$ cat src/inc/fdl_pkg.sv
// Shared constants, types and the vector builder for the FDL interrupt vector block.
package fdl_pkg;
    localparam int VW = 16;
    localparam int AW = 6;
    localparam int QDEPTH = 8;
    localparam int QAW = 3;
    localparam logic [3:0] QFULL = 4'h8;
    localparam logic [1:0] TYPE_FDL = 2'h1;
    localparam logic [1:0] TYPE_DS3 = 2'h2;
    localparam logic [4:0] DS3_SOURCE_SELECT_FIELD = 5'h07;
    localparam logic [4:0] MAX_PORT = 5'h1b;
    localparam logic [4:0] POOL_LAST = 5'h1f;
    localparam logic [4:0] SPAN_LAST = 5'h1f;
    localparam logic [3:0] RUN_LEN = 4'h8;
    localparam logic [1:0] PERSIST_LAST = 2'h2;
    localparam logic [6:0] FIFO_DEPTH = 7'h40;
    localparam logic [6:0] POOL_FREE = 7'h20;
    localparam logic [5:0] A_CTRL = 6'h00;
    localparam logic [5:0] A_PSR = 6'h04;
    localparam logic [5:0] A_RSW1 = 6'h08;
    localparam logic [5:0] A_RSW2 = 6'h0c;
    localparam logic [5:0] A_RSW3 = 6'h10;
    localparam logic [5:0] A_RSYNC = 6'h14;
    localparam logic [5:0] A_TSW1 = 6'h18;
    localparam logic [5:0] A_TSW2 = 6'h1c;
    localparam logic [5:0] A_TSW3 = 6'h20;
    localparam logic [5:0] A_DS3STAT = 6'h24;
    localparam int CTRL_BOM = 0;
    localparam int CTRL_PORT_LSB = 8;
    localparam int REP_LSB = 8;
    localparam int RX_RSA = 4;
    localparam int RX_SSM = 3;
    localparam int RX_RPF = 2;
    localparam int RX_RME = 1;
    localparam int RX_ISF = 0;
    localparam int TX_SPARE_BITS_TX_DONE = 3;
    localparam int TX_TX_DRAINED = 2;
    localparam int TX_XDU = 1;
    localparam int TX_XPR = 0;
    localparam int LAST_BIT = 15;

    typedef enum logic [1:0] {
        FDL_SRC_NONE = 2'b00,
        FDL_SRC_RX = 2'b01,
        FDL_SRC_TX = 2'b10,
        FDL_SRC_DS3 = 2'b11
    } fdl_src_t;

    // Lays out one vector without its final flag; the queue adds that flag.
    function automatic logic [VW-1:0] fdl_make_vec(input fdl_src_t src, input logic [6:0] flags,
                                                   input logic [4:0] port);
        logic [VW-1:0] v;
        v = '0;
        case (src)
            FDL_SRC_RX: v = {1'b0, 3'h0, flags[4:0], TYPE_FDL, port};
            FDL_SRC_TX: v = {1'b0, 1'b1, 3'h0, flags[3:0], TYPE_FDL, port};
            FDL_SRC_DS3: v = {1'b0, 1'b0, flags, TYPE_DS3, DS3_SOURCE_SELECT_FIELD};
            default: v = '0;
        endcase
        return v;
    endfunction
endpackage

$ cat src/rtl/fdl_vec_queue.sv
// Ordered vector queue that marks the last vector of each delivered batch.
`timescale 1ns/100ps
module fdl_vec_queue (
    input wire logic mclk_i,
    input wire logic srst_i,
    input wire logic push_i,
    input wire logic [fdl_pkg::VW-1:0] push_data_i,
    output logic push_ready_o,
    output logic vec_valid_o,
    output logic [fdl_pkg::VW-1:0] vec_data_o,
    input wire logic vec_ready_i
);
    logic [fdl_pkg::VW-1:0] mem_r [fdl_pkg::QDEPTH];
    logic [fdl_pkg::QAW-1:0] wp_r;
    logic [fdl_pkg::QAW-1:0] rp_r;
    logic [fdl_pkg::QAW:0] cnt_r;
    logic out_valid_r;
    logic [fdl_pkg::VW-1:0] out_data_r;
    logic do_push;
    logic do_load;
    logic is_last;

    assign push_ready_o = cnt_r != fdl_pkg::QFULL;
    assign do_push = push_i && push_ready_o;
    assign do_load = (cnt_r != '0) && (!out_valid_r || vec_ready_i);
    assign is_last = (cnt_r == 4'h1) && !do_push;
    assign vec_valid_o = out_valid_r;
    assign vec_data_o = out_data_r;

    always_ff @(posedge mclk_i) begin
        if (do_push) begin
            mem_r[wp_r] <= push_data_i;
        end
    end

    always_ff @(posedge mclk_i) begin
        if (srst_i) begin
            wp_r <= '0;
            rp_r <= '0;
            cnt_r <= '0;
        end else begin
            if (do_push) begin
                wp_r <= wp_r + 1'b1;
            end
            if (do_load) begin
                rp_r <= rp_r + 1'b1;
            end
            case ({do_push, do_load})
                2'b10: cnt_r <= cnt_r + 1'b1;
                2'b01: cnt_r <= cnt_r - 1'b1;
                default: cnt_r <= cnt_r;
            endcase
        end
    end

    always_ff @(posedge mclk_i) begin
        if (srst_i) begin
            out_valid_r <= 1'b0;
            out_data_r <= '0;
        end else if (do_load) begin
            out_valid_r <= 1'b1;
            out_data_r <= {is_last, mem_r[rp_r][fdl_pkg::VW-2:0]};
        end else if (vec_ready_i) begin
            out_valid_r <= 1'b0;
        end
    end
endmodule

$ cat src/rtl/fdl_vector_gen.sv
// Per-port facility data link and DS3 type-2 interrupt vector generator.
`timescale 1ns/100ps
module fdl_vector_gen (
    input wire logic mclk_i,
    input wire logic srst_i,
    input wire logic [fdl_pkg::AW-1:0] reg_addr_i,
    input wire logic [fdl_pkg::VW-1:0] reg_wdata_i,
    input wire logic reg_wr_i,
    input wire logic reg_rd_i,
    output logic [fdl_pkg::VW-1:0] reg_rdata_o,
    input wire logic rx_spare_valid_i,
    input wire logic [7:0] rx_spare_w1_i,
    input wire logic [7:0] rx_spare_w2_i,
    input wire logic [7:0] rx_spare_w3_i,
    input wire logic sync_status_msg_valid_i,
    input wire logic [7:0] sync_status_msg_i,
    input wire logic rx_byte_stored_i,
    input wire logic rx_frame_end_i,
    input wire logic rx_fifo_pop_i,
    input wire logic bom_bit_en_i,
    input wire logic bom_bit_i,
    input wire logic spare_rep_sent_i,
    input wire logic tx_last_bit_i,
    input wire logic tx_fifo_empty_i,
    input wire logic tx_in_frame_i,
    input wire logic [6:0] tx_fifo_free_i,
    output logic tx_abort_o,
    output logic [7:0] tx_spare_w1_o,
    output logic [7:0] tx_spare_w2_o,
    output logic [7:0] tx_spare_w3_o,
    input wire logic [4:0] ds3_cond_i,
    input wire logic ds3_mf_i,
    input wire logic ds3_app_id_i,
    input wire logic ds3_x_overhead_chg_i,
    output logic vec_valid_o,
    output logic [fdl_pkg::VW-1:0] vec_data_o,
    input wire logic vec_ready_i
);
    logic bom_en_r;
    logic [4:0] port_r;
    logic [7:0] rx_spare_w1_r;
    logic [7:0] rx_spare_w2_r;
    logic [7:0] rx_spare_w3_r;
    logic [7:0] rx_sync_msg_r;
    logic [7:0] tx_spare_w1_r;
    logic [7:0] tx_spare_w2_r;
    logic [7:0] tx_spare_w3_r;
    logic [3:0] spare_repeat_count_r;
    logic [3:0] rep_cnt_r;
    logic [6:0] rx_fifo_cnt_r;
    logic [4:0] rx_part_cnt_r;
    logic [4:0] bom_span_r;
    logic [3:0] bom_ones_r;
    logic [4:0] cond_q_r;
    logic underrun_q_r;
    logic pool_q_r;
    logic tx_abort_r;
    logic [1:0] ovh_in;
    logic [1:0] ovh_rep_r;
    logic [1:0] ovh_cnt_r [2];
    logic [1:0] ovh_ev;
    logic [4:0] rx_ev;
    logic [3:0] tx_ev;
    logic [6:0] ds3_ev;
    logic [4:0] rx_pend_r;
    logic [3:0] tx_pend_r;
    logic [6:0] ds3_pend_r;
    logic [fdl_pkg::VW-1:0] rdata_r;
    logic push_ready;
    logic underrun_now;
    logic pool_now;
    logic fifo_inc;
    logic fifo_dec;
    logic rep_hit;
    fdl_pkg::fdl_src_t src;
    logic [6:0] src_flags;

    function automatic logic wr_at(input logic [fdl_pkg::AW-1:0] a);
        return reg_wr_i && (reg_addr_i == a);
    endfunction

    // Control register: bit-oriented receiver enable and port number.
    // port range check
    always_ff @(posedge mclk_i) begin
        if (srst_i) begin
            bom_en_r <= 1'b0;
            port_r <= '0;
        end else if (wr_at(fdl_pkg::A_CTRL)) begin
            bom_en_r <= reg_wdata_i[fdl_pkg::CTRL_BOM];
            if (reg_wdata_i[fdl_pkg::CTRL_PORT_LSB +: 5] <= fdl_pkg::MAX_PORT) begin
                port_r <= reg_wdata_i[fdl_pkg::CTRL_PORT_LSB +: 5];
            end
        end
    end

    always_ff @(posedge mclk_i) begin
        if (srst_i) begin
            tx_spare_w1_r <= '0;
            tx_spare_w2_r <= '0;
            tx_spare_w3_r <= '0;
            spare_repeat_count_r <= '0;
        end else begin
            if (wr_at(fdl_pkg::A_TSW1)) begin
                tx_spare_w1_r <= reg_wdata_i[7:0];
            end
            if (wr_at(fdl_pkg::A_TSW2)) begin
                tx_spare_w2_r <= reg_wdata_i[7:0];
            end
            if (wr_at(fdl_pkg::A_TSW3)) begin
                tx_spare_w3_r <= reg_wdata_i[7:0];
                spare_repeat_count_r <= reg_wdata_i[fdl_pkg::REP_LSB +: 4];
            end
        end
    end
    assign tx_spare_w1_o = tx_spare_w1_r;
    assign tx_spare_w2_o = tx_spare_w2_r;
    assign tx_spare_w3_o = tx_spare_w3_r;

    // A count of zero is taken as one repetition; a write restarts counting.
    assign rep_hit = spare_rep_sent_i && (rep_cnt_r + 4'h1 >= spare_repeat_count_r);
    always_ff @(posedge mclk_i) begin
        if (srst_i || wr_at(fdl_pkg::A_TSW3)) begin
            rep_cnt_r <= '0;
        end else if (rep_hit) begin
            rep_cnt_r <= '0;
        end else if (spare_rep_sent_i) begin
            rep_cnt_r <= rep_cnt_r + 4'h1;
        end
    end

    always_ff @(posedge mclk_i) begin
        if (srst_i) begin
            rx_spare_w1_r <= '0;
            rx_spare_w2_r <= '0;
            rx_spare_w3_r <= '0;
        end else if (rx_spare_valid_i) begin
            rx_spare_w1_r <= rx_spare_w1_i;
            rx_spare_w2_r <= rx_spare_w2_i;
            rx_spare_w3_r <= rx_spare_w3_i;
        end
    end

    always_ff @(posedge mclk_i) begin
        if (srst_i) begin
            rx_sync_msg_r <= '0;
        end else if (sync_status_msg_valid_i) begin
            rx_sync_msg_r <= sync_status_msg_i;
        end
    end

    assign fifo_inc = rx_byte_stored_i && (rx_fifo_cnt_r != fdl_pkg::FIFO_DEPTH);
    assign fifo_dec = rx_fifo_pop_i && (rx_fifo_cnt_r != '0);
    always_ff @(posedge mclk_i) begin
        if (srst_i) begin
            rx_fifo_cnt_r <= '0;
        end else if (fifo_inc && !fifo_dec) begin
            rx_fifo_cnt_r <= rx_fifo_cnt_r + 7'h01;
        end else if (fifo_dec && !fifo_inc) begin
            rx_fifo_cnt_r <= rx_fifo_cnt_r - 7'h01;
        end
    end

    // pool full and message end counting
    always_ff @(posedge mclk_i) begin
        if (srst_i || rx_frame_end_i) begin
            rx_part_cnt_r <= '0;
        end else if (rx_byte_stored_i) begin
            rx_part_cnt_r <= (rx_part_cnt_r == fdl_pkg::POOL_LAST) ? 5'h00 : rx_part_cnt_r + 5'h01;
        end
    end

    always_ff @(posedge mclk_i) begin
        if (srst_i || !bom_en_r) begin
            bom_ones_r <= '0;
            bom_span_r <= '0;
        end else if (bom_bit_en_i) begin
            bom_ones_r <= !bom_bit_i ? 4'h0 : (bom_ones_r == fdl_pkg::RUN_LEN) ? bom_ones_r : bom_ones_r + 4'h1;
            if (bom_bit_i && bom_ones_r + 4'h1 >= fdl_pkg::RUN_LEN) begin
                bom_span_r <= '0;
            end else if (bom_span_r == fdl_pkg::SPAN_LAST) begin
                bom_span_r <= '0;
            end else begin
                bom_span_r <= bom_span_r + 5'h01;
            end
        end
    end

    assign rx_ev[fdl_pkg::RX_RSA] = rx_spare_valid_i;
    assign rx_ev[fdl_pkg::RX_SSM] = sync_status_msg_valid_i;
    assign rx_ev[fdl_pkg::RX_RPF] = rx_byte_stored_i && !rx_frame_end_i && (rx_part_cnt_r == fdl_pkg::POOL_LAST);
    assign rx_ev[fdl_pkg::RX_RME] = rx_frame_end_i;
    assign rx_ev[fdl_pkg::RX_ISF] = bom_en_r && bom_bit_en_i && (bom_span_r == fdl_pkg::SPAN_LAST) &&
                                    !(bom_bit_i && bom_ones_r + 4'h1 >= fdl_pkg::RUN_LEN);

    // Edge detection on the transmit levels.
    assign underrun_now = tx_fifo_empty_i && tx_in_frame_i;
    assign pool_now = tx_fifo_free_i >= fdl_pkg::POOL_FREE;
    always_ff @(posedge mclk_i) begin
        if (srst_i) begin
            underrun_q_r <= 1'b0;
            pool_q_r <= 1'b0;
            tx_abort_r <= 1'b0;
        end else begin
            underrun_q_r <= underrun_now;
            pool_q_r <= pool_now;
            tx_abort_r <= underrun_now && !underrun_q_r;
        end
    end
    assign tx_abort_o = tx_abort_r;

    assign tx_ev[fdl_pkg::TX_SPARE_BITS_TX_DONE] = rep_hit;
    assign tx_ev[fdl_pkg::TX_TX_DRAINED] = tx_last_bit_i && tx_fifo_empty_i;
    assign tx_ev[fdl_pkg::TX_XDU] = underrun_now && !underrun_q_r;
    assign tx_ev[fdl_pkg::TX_XPR] = pool_now && !pool_q_r;

    always_ff @(posedge mclk_i) begin
        if (srst_i) begin
            cond_q_r <= '0;
        end else begin
            cond_q_r <= ds3_cond_i;
        end
    end

    assign ovh_in = {ds3_app_id_i, ds3_x_overhead_chg_i};
    generate
        for (genvar g = 0; g < 2; g++) begin : g_ovh
            always_ff @(posedge mclk_i) begin
                if (srst_i) begin
                    ovh_rep_r[g] <= 1'b0;
                    ovh_cnt_r[g] <= '0;
                end else if (ds3_mf_i) begin
                    if (ovh_in[g] == ovh_rep_r[g]) begin
                        ovh_cnt_r[g] <= '0;
                    end else if (ovh_cnt_r[g] == fdl_pkg::PERSIST_LAST) begin
                        ovh_cnt_r[g] <= '0;
                        ovh_rep_r[g] <= ovh_in[g];
                    end else begin
                        ovh_cnt_r[g] <= ovh_cnt_r[g] + 2'h1;
                    end
                end
            end
            assign ovh_ev[g] = ds3_mf_i && (ovh_in[g] != ovh_rep_r[g]) && (ovh_cnt_r[g] == fdl_pkg::PERSIST_LAST);
        end
    endgenerate
    assign ds3_ev = {ovh_ev, ds3_cond_i ^ cond_q_r};

    // source order: receive, then transmit, then DS3.
    always_comb begin
        src = fdl_pkg::FDL_SRC_NONE;
        src_flags = '0;
        if (push_ready) begin
            if (rx_pend_r != '0) begin
                src = fdl_pkg::FDL_SRC_RX;
                src_flags = {2'b00, rx_pend_r};
            end else if (tx_pend_r != '0) begin
                src = fdl_pkg::FDL_SRC_TX;
                src_flags = {3'b000, tx_pend_r};
            end else if (ds3_pend_r != '0) begin
                src = fdl_pkg::FDL_SRC_DS3;
                src_flags = ds3_pend_r;
            end
        end
    end

    // Pending flags: an event in the cycle its flag is sent stays pending.
    always_ff @(posedge mclk_i) begin
        if (srst_i) begin
            rx_pend_r <= '0;
            tx_pend_r <= '0;
            ds3_pend_r <= '0;
        end else begin
            rx_pend_r <= (src == fdl_pkg::FDL_SRC_RX ? 5'h00 : rx_pend_r) | rx_ev;
            tx_pend_r <= (src == fdl_pkg::FDL_SRC_TX ? 4'h0 : tx_pend_r) | tx_ev;
            ds3_pend_r <= (src == fdl_pkg::FDL_SRC_DS3 ? 7'h00 : ds3_pend_r) | ds3_ev;
        end
    end

    fdl_vec_queue u_queue (
        .mclk_i(mclk_i),
        .srst_i(srst_i),
        .push_i(src != fdl_pkg::FDL_SRC_NONE),
        .push_data_i(fdl_pkg::fdl_make_vec(src, src_flags, port_r)),
        .push_ready_o(push_ready),
        .vec_valid_o(vec_valid_o),
        .vec_data_o(vec_data_o),
        .vec_ready_i(vec_ready_i)
    );

    // Register read port: data stand only in the cycle after the strobe.
    always_ff @(posedge mclk_i) begin
        if (srst_i || !reg_rd_i) begin
            rdata_r <= '0;
        end else begin
            case (reg_addr_i)
                fdl_pkg::A_CTRL: rdata_r <= {3'h0, port_r, 7'h00, bom_en_r};
                fdl_pkg::A_PSR: rdata_r <= {9'h000, rx_fifo_cnt_r};
                fdl_pkg::A_RSW1: rdata_r <= {8'h00, rx_spare_w1_r};
                fdl_pkg::A_RSW2: rdata_r <= {8'h00, rx_spare_w2_r};
                fdl_pkg::A_RSW3: rdata_r <= {8'h00, rx_spare_w3_r};
                fdl_pkg::A_RSYNC: rdata_r <= {8'h00, rx_sync_msg_r};
                fdl_pkg::A_TSW1: rdata_r <= {8'h00, tx_spare_w1_r};
                fdl_pkg::A_TSW2: rdata_r <= {8'h00, tx_spare_w2_r};
                fdl_pkg::A_TSW3: rdata_r <= {4'h0, spare_repeat_count_r, tx_spare_w3_r};
                fdl_pkg::A_DS3STAT: rdata_r <= {9'h000, ovh_rep_r, cond_q_r};
                default: rdata_r <= '0;
            endcase
        end
    end
    assign reg_rdata_o = rdata_r;
endmodule

$ cat config.mk
export PLATFORM = sky130hd
export DESIGN_NAME = fdl_vector_gen
export DESIGN_NICKNAME = d
export VERILOG_FILES = /design/src/inc/fdl_pkg.sv /design/src/rtl/fdl_vec_queue.sv /design/src/rtl/fdl_vector_gen.sv
export SDC_FILE = /design/constraint.sdc
export NUM_CORES = 1
export LEC_CHECK = 0
export CAP_MARGIN = 20
export CORE_ASPECT_RATIO = 2
export CORE_MARGIN = 3
export CORE_UTILIZATION = 30
export DETAILED_ROUTE_END_ITERATION = 8
export DONT_BUFFER_PORTS = 1
export SYNTH_ARGS = -nofsm -noshare
export SYNTH_HDL_FRONTEND = slang
export SYNTH_SLANG_ARGS = --single-unit
export TNS_END_PERCENT = 50
$ cat constraint.sdc
create_clock -name mclk_i -period 3.4 [get_ports mclk_i]
set_input_delay 0 -clock mclk_i [delete_from_list [all_inputs] [get_ports mclk_i]]
set_output_delay 0 -clock mclk_i [all_outputs]
set_load 0.01 [all_outputs]
# == Word level (Yosys, flattened, before mapping) ==
# Memory sizes are Yosys's and may differ from the RTL's. A register that Yosys moved wholly into a read port is not among the register bits.
# Index checks and enable logic that the tools add are counted.
# word_totals
out_inout_bits,58
in_bits,85
regBits,160
mem_count,2
word_cells,204
ramBits,124
# classes
n_reduce_logical,56
magnitude_cmp,4
n_bitwise,12
eq_ne,27
n_addsub,12
mux,61
# memory_table
memory,words,word_bits,read_ports,rd_clocked_by_memory_dff,write_ports,line,text
u_queue.mem_r,8,15,1,1,1,fdl_vec_queue.sv:13,logic [fdl_pkg::VW-1:0] mem_r [fdl_pkg::QDEPTH];
ovh_cnt_r,2,2,2,0,2,fdl_vector_gen.sv:60,logic [1:0] ovh_cnt_r [2];
# ops
cell,n
$pmux 13 s10,1
$mux 7,7
$pmux 15 s3,1
$mux 1,34
$logic_and 1x1->1,26
$eq 6x5->1 const B,4
$mux 2,10
$mux 5,4
$reduce_bool 7->1,2
$add 4x1->4 const B,3
$eq 6x4->1 const B,2
$eq 6x6->1 const B,2
$mux 4,3
$add 5x1->5 const B,2
$eq 2x2->1 const B,5
$eq 5x5->1 const B,2
$logic_not 1->1,10
$pmux 4 s2,1
$reduce_bool 2->1,4
$reduce_bool 4->1,2
$add 7x1->7 const B,1
$ge 7x6->1 const B,1
$ne 7x7->1 const B,1
$or 7x7->7,1
other kinds (26),43

# == Logic depth before layout (Yosys ltp) ==
# Gate-level depths: netlist (run 1).
# logic_depth
ltp_word,9
depth_mapped,13

# == Hierarchy ==
# From an unflattened synthesis (run 1), not the netlist that was laid out.
# hier_totals
cells_unflattened,1015
area_unflattened_um2,11735.0
# by_module_without_submodules
module,area_per_inst_um2,cells_each,n_inst,seq_area_each_um2
fdl_vector_gen,6060.8,682,1,2722.6
fdl_vec_queue,5674.2,333,1,4144.0

# == Worst setup path after synthesis (run 1) ==
# Ideal clock, no wire load.
# synth_path
path_type,register to register
from,reg u_queue.cnt_r[0] in the netlist's numbering
to,mem u_queue.mem_r[0][0] in the netlist's numbering (enable)
setup_ns,0.406
stages_incl_launch_ff,9
t_required_ns,2.994
arrival_time_ns,3.114
slack_ns,-0.120
cell_sequence,dfxtp_1 > inv_1 > ha_1 > and3b_1 > a211oi_1 > inv_1 > ha_1 > or3_1 > nor3_1
# synth_between
elab_chain_len,6
# synth_rtl
item,line,text
"start, declared",fdl_vec_queue.sv:16,logic [fdl_pkg::QAW:0] cnt_r;
"start signal, assigned",fdl_vec_queue.sv:49,2'b10: cnt_r <= cnt_r + 1'b1;
"start signal, assigned",fdl_vec_queue.sv:50,2'b01: cnt_r <= cnt_r - 1'b1;
"start signal, assigned",fdl_vec_queue.sv:51,default: cnt_r <= cnt_r;
$ne 4x4->1 (*),fdl_vec_queue.sv:23,assign push_ready_o = cnt_r != fdl_pkg::QFULL;
$mux 2,fdl_vector_gen.sv:251,if (push_ready) begin
$reduce_bool 2->1,fdl_vector_gen.sv:281,".push_i(src != fdl_pkg::FDL_SRC_NONE),"
$logic_and 1x1->1 (*),fdl_vec_queue.sv:24,assign do_push = push_i && push_ready_o;
$mux 1 (*),fdl_vec_queue.sv:31,if (do_push) begin
$mux 1 (implied by the code) (*),fdl_vec_queue.sv:32,mem_r[wp_r] <= push_data_i;
"end, declared",fdl_vec_queue.sv:13,
# Mark *: on every way between the ends. The rest lies on a longest branch, timed or not.

# == Worst setup path in the final report (run 1) ==
# layout_path
from,reg u_queue.cnt_r[0] in the netlist's numbering
to,mem u_queue.mem_r[5][13] in the netlist's numbering (data pin)
# layout_between
elab_chain_len,4
# layout_rtl
item,line,text
$ne 4x4->1 (*),fdl_vec_queue.sv:23,
$mux 2,fdl_vector_gen.sv:251,
$eq 2x2->1 or $eq 2x1->1 (tied branches),fdl_pkg.sv:54,case (src)
$pmux 15 s3 (*),fdl_pkg.sv:54,
named net u_queue.push_data_i (one bit),fdl_vec_queue.sv:7,"input wire logic [fdl_pkg::VW-1:0] push_data_i,"
# Mark *: on every way through the listed nets, which the timed path passes. The rest lies on a longest branch.

==> metrics.txt, run 1 <==
# TYPE chip_impl_metric gauge
chip_impl_metric{name="mappedNetlistArea",unit="µm²"} 11700
chip_impl_metric{name="worstSkewPairLatency",unit="ns"} 0.54
chip_impl_metric{name="ys_types",unit=""} 65
chip_impl_metric{name="final_hold_vio_count",unit=""} 0
chip_impl_metric{name="netSwitchingFraction",unit=""} 0.288
chip_impl_metric{name="routed_wl",unit="µm"} 32000
chip_impl_info{name="outcome",value="completed"} 1
chip_impl_metric{name="p_per_area",unit="nW/µm²"} 642
chip_impl_info{name="crit_path_frequent_cell",value="sky130_fd_sc_hd__buf_4"} 1
chip_impl_metric{name="setup_violations",unit=""} 0
chip_impl_metric{name="final_worst_clock_skew",unit="ns"} 0.00845
chip_impl_metric{name="holdPathStages",unit=""} 4
chip_impl_metric{name="groute.usage.overall",unit=""} 0.153
chip_impl_info{name="yosys-top-cells-area",value="sky130_fd_sc_hd__edfxtp_1 (32%), sky130_fd_sc_hd__dfxtp_1 (27%), sky130_fd_sc_hd__mux4_2 (5.8%), sky130_fd_sc_hd__mux2i_1 (5.4%), sky130_fd_sc_hd__a21oi_1 (3.7%)"} 1
chip_impl_metric{name="design_power_total",unit="mW"} 9.40
chip_impl_metric{name="path_clk_slew",unit="ns"} 0.07
chip_impl_metric{name="reg2regPathDepth",unit=""} 12
chip_impl_info{name="synth_largest_area_cell",value="sky130_fd_sc_hd__edfxtp_1"} 1
chip_impl_info{name="crit_path_top_delay_cell",value="sky130_fd_sc_hd__dfxtp_1"} 1
chip_impl_info{name="crit-reg2reg-launch",value="u_queue.cnt_r[0]"} 1
chip_impl_metric{name="share_clk_of_total_power",unit=""} 0.316
chip_impl_metric{name="synth.yosys.seq_area_share",unit=""} 0.587
chip_impl_metric{name="layout_worst_path_cycle_share",unit=""} 0.908
chip_impl_info{name="launching_element_of_the_worst_setup_path",value="u_queue.cnt_r[0]"} 1
chip_impl_metric{name="power.switching",unit="mW"} 2.71
chip_impl_metric{name="first_pass_iters",unit=""} 5
chip_impl_metric{name="area_growth",unit="%"} 25.1
chip_impl_metric{name="max_slew.worst_pin.slew",unit="ns"} 1.05
chip_impl_metric{name="placement.io_buffers",unit=""} 0
chip_impl_info{name="hold_path_class",value="in -> reg"} 1
chip_impl_metric{name="cts-buffers-inserted",unit=""} 26
chip_impl_info{name="critical_path.startpoint_type",value="register"} 1
chip_impl_info{name="cp_top_family",value="simple AND/OR/NAND/NOR gates"} 1
chip_impl_metric{name="finalWeightedCongestion",unit=""} 0.769
chip_impl_metric{name="synth.avg_cell_area",unit="µm²"} 11.8
chip_impl_metric{name="slew_headroom",unit=""} 0.293
chip_impl_info{name="hold_path.startpoint",value="reg_addr_i[1]"} 1
chip_impl_metric{name="post_dp_cell_area",unit="µm²"} 12400
chip_impl_info{name="yosys.cell_count.top_type",value="sky130_fd_sc_hd__dfxtp_1"} 1
chip_impl_metric{name="worstPathBufferInverterCount",unit=""} 6
chip_impl_metric{name="grt_pass1_vias",unit=""} 8906
chip_impl_metric{name="floorplan.die_area",unit="µm²"} 41600
chip_impl_metric{name="floorplan.core_area",unit="µm²"} 38300
chip_impl_metric{name="setup_total_negative_slack",unit="ns"} 0
chip_impl_metric{name="crit_required",unit="ns"} 3.74
chip_impl_metric{name="synth_enable_flop_cells",unit=""} 124
chip_impl_metric{name="p_comb_frac",unit=""} 0.223
chip_impl_metric{name="post_drt_via_cell_ratio",unit=""} 4.98
chip_impl_info{name="clock-root-buffer",value="sky130_fd_sc_hd__clkbuf_16"} 1
chip_impl_info{name="postSynth.topFlopCell",value="sky130_fd_sc_hd__dfxtp_1"} 1
chip_impl_metric{name="hpwlAfterDp",unit="µm"} 21300
chip_impl_metric{name="dr_total_vias",unit=""} 8292
chip_impl_metric{name="drt-initial-drc-count",unit=""} 355
chip_impl_metric{name="fmax_achieved",unit="GHz"} 0.324
chip_impl_metric{name="final_design_area_no_fill",unit="µm²"} 14600
chip_impl_info{name="worstSetupEndpointType",value="register"} 1
chip_impl_metric{name="start_util",unit=""} 0.306
chip_impl_metric{name="final_cell_count_no_fill",unit=""} 1665
chip_impl_metric{name="placed_cells",unit=""} 1482
chip_impl_metric{name="critical_path.max_stage_delay",unit="ns"} 0.43
chip_impl_metric{name="clock-sinks",unit=""} 281
chip_impl_metric{name="yosys_top_cell_area_share",unit=""} 0.318
chip_impl_metric{name="overflow",unit=""} 0
chip_impl_metric{name="fp.dieW",unit="µm"} 146
chip_impl_metric{name="total_leakage_power",unit="nW"} 5.13
chip_impl_metric{name="ir_drop",unit="V"} 0.000409
chip_impl_metric{name="timing.final.max_slew_violations",unit=""} 0
chip_impl_info{name="ys_top_cells_by_count",value="sky130_fd_sc_hd__dfxtp_1 (157), sky130_fd_sc_hd__edfxtp_1 (124), sky130_fd_sc_hd__nor2_1 (107), sky130_fd_sc_hd__a21oi_1 (86), sky130_fd_sc_hd__nand2_1 (66)"} 1
chip_impl_metric{name="critical_path_peak_fanout",unit=""} 8
chip_impl_info{name="tritoncts",value="done"} 1
chip_impl_metric{name="whs",unit="ns"} 0.0114
chip_impl_metric{name="ctsHtreeMaxLevel",unit=""} 1
chip_impl_metric{name="postSynthRegisterBits",unit=""} 281
chip_impl_metric{name="core.rowCount",unit=""} 101
chip_impl_metric{name="pin_count",unit=""} 143
chip_impl_metric{name="cp.arrival",unit="ns"} 3.42
chip_impl_metric{name="intPower",unit="mW"} 6.69
chip_impl_metric{name="detail_route.drc_violations",unit=""} 0
chip_impl_metric{name="largest_net_degree_at_the_start_of_global_routing",unit=""} 115
chip_impl_info{name="rsz0062_at_grt",value="false"} 1
chip_impl_metric{name="post_layout_min_period",unit="ns"} 3.09
chip_impl_metric{name="maxCapViolations",unit=""} 0
chip_impl_metric{name="cts.path.max_buffers",unit=""} 3
chip_impl_metric{name="synthesis.yosys.warnings",unit=""} 0
chip_impl_info{name="timing.critical_path.cells",value="inv_1, ha_1, and3b_1, buf_4, o21bai_1, buf_4, inv_1, ha_1, clkinv_1, buf_4, nor4bb_1, and2_1"} 1
chip_impl_metric{name="drtAntennaViolNets",unit=""} 0
chip_impl_metric{name="fin_nets",unit=""} 1247
chip_impl_metric{name="grt_antenna_before_repair",unit=""} 0
chip_impl_metric{name="timing.critical_path.depth",unit=""} 12
chip_impl_metric{name="die-height",unit="µm"} 285
chip_impl_metric{name="number_of_inserted_diodes",unit=""} 0
chip_impl_metric{name="synth_cells",unit=""} 990
chip_impl_info{name="setup.worst_path.class",value="reg -> reg"} 1
chip_impl_metric{name="grt_first_pass_wirelength",unit="µm"} 50600
chip_impl_metric{name="flop_pwr_share",unit=""} 0.462
chip_impl_metric{name="synth-async-reset-ratio",unit=""} 0
chip_impl_metric{name="wire_per_inst",unit="µm"} 19.2
chip_impl_metric{name="layout-drive-gt1-share",unit=""} 0.103
## final cells by class
class / count / area [µm²]
fill: 3634 / 23600
sequential: 281 / 6870
multi-input combinational: 639 / 4580
timing repair buffer: 161 / 1600
clock buffer: 33 / 697
tap: 515 / 644
clock inverter: 15 / 176
inverter: 21 / 78.8
## metrics by stage
| step | util | setup slack, ns |
|---|---|---|
| finish | 0.382 | 0.314 |
| global route | 0.382 | 0.0319 |
| CTS | 0.382 | 0.232 |
| detailed placement | 0.323 | 0.273 |
| global placement | 0.323 | 0.265 |
| floorplan | - | -0.0144 |
## cells in the final DEF, fill, tap and decap left out, drive strengths merged, types with 21 or more instances in the layout
cell type and instances:
dlygate4sd3 132, mux4 30, inv 21, mux2i 63, nor2 109, clkbuf 33, buf 29, nand3 37
dfxtp 157, o21ai 27, nand2 66, a21oi 86, ha 31, edfxtp 124
## sequential cells by signal, indices dropped and copies added, names as in the netlist, 7 cells and up
| signal | count |
|---|---|
| tx_spare_w1_o | 8 |
| reg_rdata_o | 13 |
| rx_fifo_cnt_r | 7 |
| rx_sync_msg_r | 8 |
| rx_spare_w2_r | 8 |
| u_queue.mem_r | 120 |
| u_queue.vec_data_o | 16 |
| tx_spare_w2_o | 8 |
| rx_spare_w3_r | 8 |
| tx_spare_w3_o | 8 |
| rx_spare_w1_r | 8 |
| ds3_pend_r | 7 |
## tightest hold or removal path: stages
cell                      delay, ns
sky130_fd_sc_hd__or3_2         0.17
sky130_fd_sc_hd__nor3_1        0.11
sky130_fd_sc_hd__a21oi_1       0.13
sky130_fd_sc_hd__a31oi_1       0.09
## power by group through the flow
stage / clock network, mW / registers, mW / logic, mW
after floorplan: 0 / 4.24 / 1.53
after global placement: 0 / 4.40 / 1.87
after detailed placement: 0 / 4.42 / 1.91
after CTS: 3.06 / 4.35 / 2.11
after global routing: 3.19 / 4.40 / 2.35
final: 2.97 / 4.34 / 2.09
## path summary, 6_finish.rpt
| path | to | slack [ns] |
|---|---|---|
| setup / recovery | u_queue.mem_r[5][13] | 0.31 |
| hold / removal | reg_rdata_o[2] | 0.01 |
| setup reg to reg | u_queue.mem_r[5][13] | 0.31 |
| hold reg to reg | tx_pend_r[0] | 0.41 |
## per-layer routing
metal | vias up | share of wire | track usage
met4 | 0 | 0.045 | 0.0706
met2 | 216 | 0.55 | 0.296
met5 | - | 0 | 0
li1 | 3921 | - | -
met3 | 70 | 0.052 | 0.0283
met1 | 4085 | 0.36 | 0.156
## logic make-up after synthesis
| family | share of synthesized area |
|---|---|
| XOR/XNOR | 0.0195 |
| buffers and inverters | 0.0252 |
| AND/OR/NAND/NOR | 0.124 |
| flip-flops | 0.587 |
| adder cells (fa/ha/maj) | 0.0348 |
| other | 0.000320 |
| AO/OA/AOI/OAI | 0.0977 |
| multiplexers | 0.112 |
## repair_timing
action	CTS	global route
gates resized for setup	0	2
endpoints found under the setup margin	0	2
hold endpoints to repair	164	0
setup buffers	0	0
hold buffers	134	0
Note: power is estimated with default switching activity, not from simulation.
==> inputs of run 2 (changes only) <==
Settings changed: CELL_PAD_IN_SITES_DETAIL_PLACEMENT from default to 0, CELL_PAD_IN_SITES_GLOBAL_PLACEMENT from default to 2, PLACE_DENSITY_LB_ADDON from default to 0.1.
==> run 2 against run 1 <==
  * Core utilization increased by 0.32 points
  * Count of clock-buffer cells in the layout rose by 2
  * Critical path type unchanged
  * Final area rose by 0.85%
  * Largest cell class unchanged
  * Die area did not move
  * First-iteration DRC count is 25% lower
==> metrics.txt, run 2 (synthesis results as in run 1) <==
# TYPE chip_impl_metric gauge
chip_impl_info{name="outcome",value="completed"} 1
chip_impl_metric{name="clock-sinks",unit=""} 281
chip_impl_metric{name="wl_met1",unit="µm"} 12000
chip_impl_metric{name="fp.dieW",unit="µm"} 146
chip_impl_metric{name="largest_reg_flops",unit=""} 120
chip_impl_metric{name="core.rowCount",unit=""} 101
chip_impl_metric{name="drtAntennaViolNets",unit=""} 0
chip_impl_info{name="max_flop_register",value="u_queue.mem_r"} 1
chip_impl_metric{name="first_pass_iters",unit=""} 4
chip_impl_metric{name="drt-initial-drc-count",unit=""} 267
chip_impl_metric{name="p_per_area",unit="nW/µm²"} 663
chip_impl_metric{name="cts.path.max_buffers",unit=""} 3
chip_impl_metric{name="worstSkewPairLatency",unit="ns"} 0.56
chip_impl_metric{name="layout_worst_path_cycle_share",unit=""} 0.921
chip_impl_metric{name="grt_antenna_before_repair",unit=""} 0
chip_impl_metric{name="wire_per_inst",unit="µm"} 21.0
chip_impl_metric{name="ir_drop",unit="V"} 0.000431
chip_impl_metric{name="share_clk_of_total_power",unit=""} 0.340
chip_impl_metric{name="timing.final.max_slew_violations",unit=""} 0
chip_impl_info{name="crit_path_top_delay_cell",value="sky130_fd_sc_hd__or4b_2"} 1
chip_impl_metric{name="number_of_inserted_diodes",unit=""} 0
chip_impl_metric{name="netSwitchingFraction",unit=""} 0.292
chip_impl_info{name="setup.worst_path.class",value="reg -> reg"} 1
chip_impl_metric{name="finalWeightedCongestion",unit=""} 0.764
chip_impl_metric{name="final_hold_vio_count",unit=""} 0
chip_impl_metric{name="area_growth",unit="%"} 26.2
chip_impl_metric{name="fill_cells",unit=""} 3780
chip_impl_metric{name="cp.arrival",unit="ns"} 3.56
chip_impl_metric{name="routed_wl",unit="µm"} 35000
chip_impl_metric{name="dr_total_vias",unit=""} 8243
chip_impl_metric{name="p_comb_frac",unit=""} 0.218
chip_impl_metric{name="wl_met3",unit="µm"} 1640
chip_impl_info{name="launching_element_of_the_worst_setup_path",value="ds3_pend_r[3]"} 1
chip_impl_metric{name="crit_required",unit="ns"} 3.83
chip_impl_metric{name="post_drt_via_cell_ratio",unit=""} 4.94
chip_impl_metric{name="power.switching",unit="mW"} 2.86
chip_impl_info{name="mostFrequentLayoutCell",value="sky130_fd_sc_hd__dfxtp_1"} 1
chip_impl_metric{name="fin_util",unit=""} 0.386
chip_impl_metric{name="fin_nets",unit=""} 1250
chip_impl_info{name="hold_path_class",value="in -> reg"} 1
chip_impl_metric{name="floorplan.die_area",unit="µm²"} 41600
chip_impl_metric{name="die-height",unit="µm"} 285
chip_impl_metric{name="slew_headroom",unit=""} 0.297
chip_impl_metric{name="ctsHtreeMaxLevel",unit=""} 1
chip_impl_metric{name="critical_path_peak_fanout",unit=""} 3
chip_impl_metric{name="post_dp_cell_area",unit="µm²"} 12400
chip_impl_metric{name="maxCapViolations",unit=""} 0
chip_impl_info{name="critical_path.startpoint_type",value="register"} 1
chip_impl_metric{name="layout-drive-gt1-share",unit=""} 0.109
chip_impl_metric{name="fmax_achieved",unit="GHz"} 0.320
chip_impl_metric{name="cts-buffers-inserted",unit=""} 28
chip_impl_metric{name="critical_path.max_stage_delay",unit="ns"} 0.59
chip_impl_metric{name="design_power_total",unit="mW"} 9.79
chip_impl_metric{name="max_slew.worst_pin.slew",unit="ns"} 1.05
chip_impl_metric{name="final_worst_clock_skew",unit="ns"} 0.0220
chip_impl_metric{name="path_clk_slew",unit="ns"} 0.07
chip_impl_info{name="dr.max_layer_used",value="met4"} 1
chip_impl_info{name="hold_path.startpoint",value="reg_addr_i[4]"} 1
chip_impl_metric{name="start_util",unit=""} 0.306
chip_impl_metric{name="grt_first_pass_wirelength",unit="µm"} 53700
chip_impl_metric{name="groute.usage.overall",unit=""} 0.166
chip_impl_info{name="crit-reg2reg-launch",value="ds3_pend_r[3]"} 1
chip_impl_metric{name="setup_violations",unit=""} 0
chip_impl_metric{name="cts_setup_buffers",unit=""} 0
chip_impl_metric{name="detail_route.drc_violations",unit=""} 0
chip_impl_info{name="tritoncts",value="done"} 1
chip_impl_metric{name="placement.io_buffers",unit=""} 0
chip_impl_metric{name="total_leakage_power",unit="nW"} 5.21
chip_impl_info{name="clock-root-buffer",value="sky130_fd_sc_hd__clkbuf_16"} 1
chip_impl_metric{name="hpwlAfterDp",unit="µm"} 23500
chip_impl_metric{name="routed-wl-met2",unit="µm"} 19800
chip_impl_metric{name="intPower",unit="mW"} 6.93
chip_impl_metric{name="setup_total_negative_slack",unit="ns"} 0
chip_impl_metric{name="pin_count",unit=""} 143
chip_impl_metric{name="grt_pass1_vias",unit=""} 8844
chip_impl_metric{name="overflow",unit=""} 0
chip_impl_metric{name="largest_net_degree_at_the_start_of_global_routing",unit=""} 115
chip_impl_metric{name="flop_pwr_share",unit=""} 0.442
chip_impl_info{name="rsz0062_at_grt",value="false"} 1
chip_impl_info{name="worstSetupEndpointType",value="register"} 1
chip_impl_info{name="layout.cells.most_common_list",value="sky130_fd_sc_hd__dfxtp_1 (155), sky130_fd_sc_hd__dlygate4sd3_1 (131), sky130_fd_sc_hd__edfxtp_1 (124)"} 1
chip_impl_metric{name="final_design_area_no_fill",unit="µm²"} 14800
chip_impl_metric{name="floorplan.core_area",unit="µm²"} 38300
chip_impl_info{name="timing.critical_path.cells",value="or4_1, nor4_1, buf_4, nor2b_1, o21bai_1, ha_1, nor2_1, inv_1, ha_1, or4b_2, a21oi_1, xnor2_1, nor2_1"} 1
chip_impl_metric{name="worstPathBufferInverterCount",unit=""} 2
chip_impl_info{name="cp_top_family",value="simple AND/OR/NAND/NOR gates"} 1
chip_impl_metric{name="post_layout_min_period",unit="ns"} 3.13
-- run 2: cell count changes in the layout (fill, tap and decap cells not counted), sizes merged --
| cell | delta |
|---|---|
| buf | +2 |
| bufinv | +1 |
| clkbuf | +2 |
| dlygate4sd3 | -1 |
| inv | +1 |
-- run 2: power by group through the flow --
| stage | clock [mW] | sequential [mW] | combinational, mW |
|---|---|---|---|
| finish | 3.33 | 4.32 | 2.14 |
| global placement | 0 | 4.41 | 2.02 |
| floorplan | 0 | 4.24 | 1.53 |
| CTS | 3.45 | 4.34 | 2.20 |
| detailed placement | 0 | 4.41 | 2.02 |
| global route | 3.56 | 4.38 | 2.41 |
-- run 2: repair_timing --
item,in CTS,in global routing
hold buffers,132,0
hold endpoints to repair,165,0
gates resized for setup,0,0
-- run 2: worst paths after layout --
path	cells after the start	to	slack, ns
max	13	u_queue.cnt_r[3]	0.27
min	5	reg_rdata_o[0]	0.005
max reg2reg	13	u_queue.cnt_r[3]	0.27
min reg2reg	1	tx_pend_r[0]	0.41
-- run 2: final cells by class --
| cell class | count | area (µm²) | area share |
|---|---|---|---|
| Timing Repair Buffer | 162 | 1630 | 0.110 |
| Inverter | 21 | 78.8 | 0.00534 |
| Clock inverter | 17 | 218 | 0.0147 |
| Clock buffer | 35 | 768 | 0.0520 |
| Tap cell | 515 | 644 | 0.0436 |
| Sequential cell | 281 | 6870 | 0.465 |
| Multi-Input combinational cell | 639 | 4560 | 0.309 |
-- run 2: through the flow --
stage | hold WS (ns) | std cells | setup slack [ns]
3_3_place_gp | 0.0815 | 1486 | 0.257
3_5_place_dp | 0.0835 | 1486 | 0.256
5_1_grt | 0.0468 | 1670 | 0.0581
4_1_cts | 0.0118 | 1670 | 0.209
2_1_floorplan | 0.0767 | 992 | -0.0144
6_report | 0.00453 | 1670 | 0.270
-- run 2: worst min-delay path, stage by stage --
cell and delay [ns]:
sky130_fd_sc_hd__nor2b_1 0.15, sky130_fd_sc_hd__nand2_1 0.09, sky130_fd_sc_hd__o21ai_0 0.07, sky130_fd_sc_hd__nand2b_1 0.11
sky130_fd_sc_hd__a31oi_1 0.08
-- run 2: per-layer routing --
layer,up-vias,track usage
li1,3926,-
met1,4060,0.164
met2,196,0.329
met3,61,0.0304
met4,0,0.0768
met5,-,0
==> inputs of run 3 (changes only) <==
Settings changed: CORE_MARGIN 3 to 5, CORE_UTILIZATION 30 to 25.
==> run 3 against run 2 <==
  * Final area increased by 0.59%
  * Clock skew grew 0.0087 ns
  * Cell count increased by 6.2%
  * Core utilization is 6.6 points lower
  * Highest routed layer unchanged
==> metrics.txt, run 3 (synthesis results as in run 1) <==
# TYPE chip_impl_metric gauge
chip_impl_metric{name="p_comb_frac",unit=""} 0.221
chip_impl_metric{name="multi_input_gate_area_in_the_final_layout",unit="µm²"} 4570
chip_impl_metric{name="finalWeightedCongestion",unit=""} 0.753
chip_impl_metric{name="first_pass_iters",unit=""} 4
chip_impl_metric{name="detail_route.drc_violations",unit=""} 0
chip_impl_metric{name="layout-drive-gt1-share",unit=""} 0.112
chip_impl_metric{name="ir_drop",unit="V"} 0.000361
chip_impl_metric{name="fmax_achieved",unit="GHz"} 0.328
chip_impl_metric{name="critical_path_peak_fanout",unit=""} 3
chip_impl_metric{name="drt-initial-drc-count",unit=""} 313
chip_impl_info{name="hold_path.startpoint",value="reg_wr_i"} 1
chip_impl_info{name="critical_path.startpoint_type",value="register"} 1
chip_impl_metric{name="start_util",unit=""} 0.252
chip_impl_metric{name="reg2reg_setup_slack",unit="ns"} 0.35
chip_impl_metric{name="fin_nets",unit=""} 1241
chip_impl_metric{name="total_leakage_power",unit="nW"} 5.18
chip_impl_metric{name="slew_headroom",unit=""} 0.284
chip_impl_info{name="hold_end",value="spare_repeat_count_r[3]"} 1
chip_impl_metric{name="path_clk_slew",unit="ns"} 0.07
chip_impl_metric{name="reg2regPathDepth",unit=""} 12
chip_impl_metric{name="power.switching",unit="mW"} 2.92
chip_impl_metric{name="intPower",unit="mW"} 7.05
chip_impl_metric{name="floorplan.core_area",unit="µm²"} 46500
chip_impl_metric{name="setup_total_negative_slack",unit="ns"} 0
chip_impl_metric{name="max_slew.worst_pin.slew",unit="ns"} 1.07
chip_impl_metric{name="regArea",unit="µm²"} 6870
chip_impl_metric{name="final_worst_clock_skew",unit="ns"} 0.0307
chip_impl_metric{name="fill_cells",unit=""} 4827
chip_impl_metric{name="setup_violations",unit=""} 0
chip_impl_metric{name="post_dp_cell_area",unit="µm²"} 12600
chip_impl_metric{name="final_hold_vio_count",unit=""} 0
chip_impl_metric{name="p_per_area",unit="nW/µm²"} 671
chip_impl_info{name="tritoncts",value="done"} 1
chip_impl_metric{name="worstSkewPairLatency",unit="ns"} 0.57
chip_impl_metric{name="core.rowCount",unit=""} 112
chip_impl_metric{name="number_of_inserted_diodes",unit=""} 0
chip_impl_metric{name="drtAntennaViolNets",unit=""} 0
chip_impl_metric{name="grt_pass1_vias",unit=""} 8806
chip_impl_metric{name="final_design_area_no_fill",unit="µm²"} 14900
chip_impl_metric{name="placement.io_buffers",unit=""} 0
chip_impl_metric{name="post_cts_resized",unit=""} 0
chip_impl_metric{name="cp.arrival",unit="ns"} 3.49
chip_impl_metric{name="cts.path.max_buffers",unit=""} 3
chip_impl_info{name="worstSetupEndpointType",value="register"} 1
chip_impl_metric{name="groute.usage.overall",unit=""} 0.144
chip_impl_info{name="hold_path_class",value="in -> reg"} 1
chip_impl_metric{name="wire_per_inst",unit="µm"} 21.0
chip_impl_metric{name="fp.dieW",unit="µm"} 163
chip_impl_metric{name="area_growth",unit="%"} 26.9
chip_impl_metric{name="maxCapViolations",unit=""} 0
chip_impl_metric{name="ctsHtreeMaxLevel",unit=""} 1
chip_impl_metric{name="dr_total_vias",unit=""} 8113
chip_impl_info{name="clock-root-buffer",value="sky130_fd_sc_hd__clkbuf_16"} 1
chip_impl_metric{name="holdPathStages",unit=""} 3
chip_impl_metric{name="fin_util",unit=""} 0.319
chip_impl_metric{name="floorplan.die_area",unit="µm²"} 51500
chip_impl_info{name="outcome",value="completed"} 1
chip_impl_metric{name="largest_reg_flops",unit=""} 120
chip_impl_metric{name="pin_count",unit=""} 143
chip_impl_metric{name="flop_pwr_share",unit=""} 0.431
chip_impl_info{name="rsz0062_at_grt",value="false"} 1
chip_impl_metric{name="routed_wl",unit="µm"} 37200
chip_impl_metric{name="grt_first_pass_wirelength",unit="µm"} 56200
chip_impl_metric{name="cts_setup_buffers",unit=""} 0
chip_impl_metric{name="cts-buffers-inserted",unit=""} 29
chip_impl_metric{name="clock-sinks",unit=""} 281
chip_impl_metric{name="netSwitchingFraction",unit=""} 0.293
chip_impl_metric{name="layout_worst_path_cycle_share",unit=""} 0.898
chip_impl_metric{name="post_layout_min_period",unit="ns"} 3.05
chip_impl_info{name="mostFrequentLayoutCell",value="sky130_fd_sc_hd__dfxtp_1"} 1
chip_impl_metric{name="share_clk_of_total_power",unit=""} 0.348
chip_impl_info{name="setup.worst_path.class",value="reg -> reg"} 1
chip_impl_metric{name="design_power_total",unit="mW"} 9.97
chip_impl_info{name="layout.cells.most_common_list",value="sky130_fd_sc_hd__dfxtp_1 (155), sky130_fd_sc_hd__edfxtp_1 (124), sky130_fd_sc_hd__dlygate4sd3_1 (119)"} 1
chip_impl_metric{name="crit_required",unit="ns"} 3.84
chip_impl_metric{name="grt_antenna_before_repair",unit=""} 0
chip_impl_info{name="worst_r2r_endpoint",value="u_queue.cnt_r[3]"} 1
chip_impl_metric{name="largest_net_degree_at_the_start_of_global_routing",unit=""} 116
chip_impl_metric{name="post_drt_via_cell_ratio",unit=""} 4.57
chip_impl_metric{name="die-height",unit="µm"} 316
chip_impl_info{name="crit-reg2reg-launch",value="ds3_pend_r[3]"} 1
chip_impl_info{name="max_flop_register",value="u_queue.mem_r"} 1
chip_impl_metric{name="timing.final.max_slew_violations",unit=""} 0
chip_impl_metric{name="overflow",unit=""} 0
chip_impl_metric{name="hpwlAfterDp",unit="µm"} 25600
[run 3: changes by cell type in the layout (fill, tap and decap cells not counted), moves of 2 or more]
cell                            before  now
sky130_fd_sc_hd__bufinv_16           4    6
sky130_fd_sc_hd__clkinvlp_2          0    4
sky130_fd_sc_hd__dlygate4sd3_1     131  119
sky130_fd_sc_hd__buf_4              25   27
sky130_fd_sc_hd__clkinvlp_4          4    2
sky130_fd_sc_hd__clkbuf_1            4    2
sky130_fd_sc_hd__clkinv_1            1    4
[run 3: final cells by class]
| type | instances | area share |
|---|---|---|
| Sequential cell | 281 | 0.462 |
| Multi-Input combinational cell | 639 | 0.308 |
| Timing Repair Buffer | 152 | 0.103 |
| Tap cell | 627 | 0.0528 |
| Clock buffer | 32 | 0.0503 |
| Clock inverter | 22 | 0.0186 |
| Inverter | 21 | 0.00531 |
[run 3: how the worst max path moves through the flow]
| stage | slack (ns) | cells after the start | endpoint | from |
|---|---|---|---|---|
| after detailed placement | 0.31 | 12 | u_queue.cnt_r[3] | ds3_pend_r[3] |
| after floorplan | -0.01 | 9 | u_queue.mem_r[1][0] | u_queue.cnt_r[0] |
| after global placement | 0.31 | 12 | u_queue.cnt_r[3] | ds3_pend_r[3] |
| final | 0.35 | 12 | u_queue.cnt_r[3] | ds3_pend_r[3] |
| after CTS | 0.29 | 12 | u_queue.cnt_r[3] | ds3_pend_r[3] |
| after global routing | 0.05 | 9 | u_queue.mem_r[4][12] | u_queue.cnt_r[0] |
[run 3: per-layer routing]
layer,share of wire,vias to the layer above,wire length [µm],track usage
li1,-,3918,-,-
met1,0.35,3949,13000,0.145
met2,0.56,188,20900,0.284
met3,0.049,58,1840,0.0299
met4,0.040,0,1470,0.0576
met5,0,-,0,0
[run 3: metrics by stage]
| stage | setup WS, ns | std cells | hold slack, ns |
|---|---|---|---|
| finish | 0.348 | 1774 | 0.0306 |
| floorplan | -0.0144 | 992 | 0.0767 |
| detailed placement | 0.311 | 1599 | 0.0825 |
| global placement | 0.314 | 1599 | 0.0810 |
| CTS | 0.295 | 1773 | 0.00699 |
| global route | 0.0538 | 1774 | 0.0453 |
[run 3: critical path: stages, from the launching register on]
cell and delay [ns]:
sky130_fd_sc_hd__dfxtp_1 0.32, sky130_fd_sc_hd__or4_1 0.53, sky130_fd_sc_hd__nor4_1 0.31, sky130_fd_sc_hd__nor2b_1 0.09, sky130_fd_sc_hd__o21bai_1 0.20, sky130_fd_sc_hd__ha_1 0.21, sky130_fd_sc_hd__nor2_1 0.07, sky130_fd_sc_hd__inv_1 0.08
sky130_fd_sc_hd__ha_1 0.16, sky130_fd_sc_hd__or4b_2 0.58, sky130_fd_sc_hd__a21oi_1 0.19, sky130_fd_sc_hd__xnor2_1 0.13, sky130_fd_sc_hd__nor2_1 0.05
[run 3: power by group through the flow]
stage	sequential [mW]	combinational (mW)	clock, mW
6_report	4.30	2.20	3.47
5_1_grt	4.36	2.49	3.75
4_1_cts	4.32	2.28	3.61
3_5_place_dp	4.40	2.10	0
3_3_place_gp	4.39	2.10	0
2_1_floorplan	4.24	1.53	0
[run 3: timing repair]
item	in CTS	in global routing
setup endpoints to repair	0	0
endpoints found under the hold margin	165	0
hold buffers	120	0
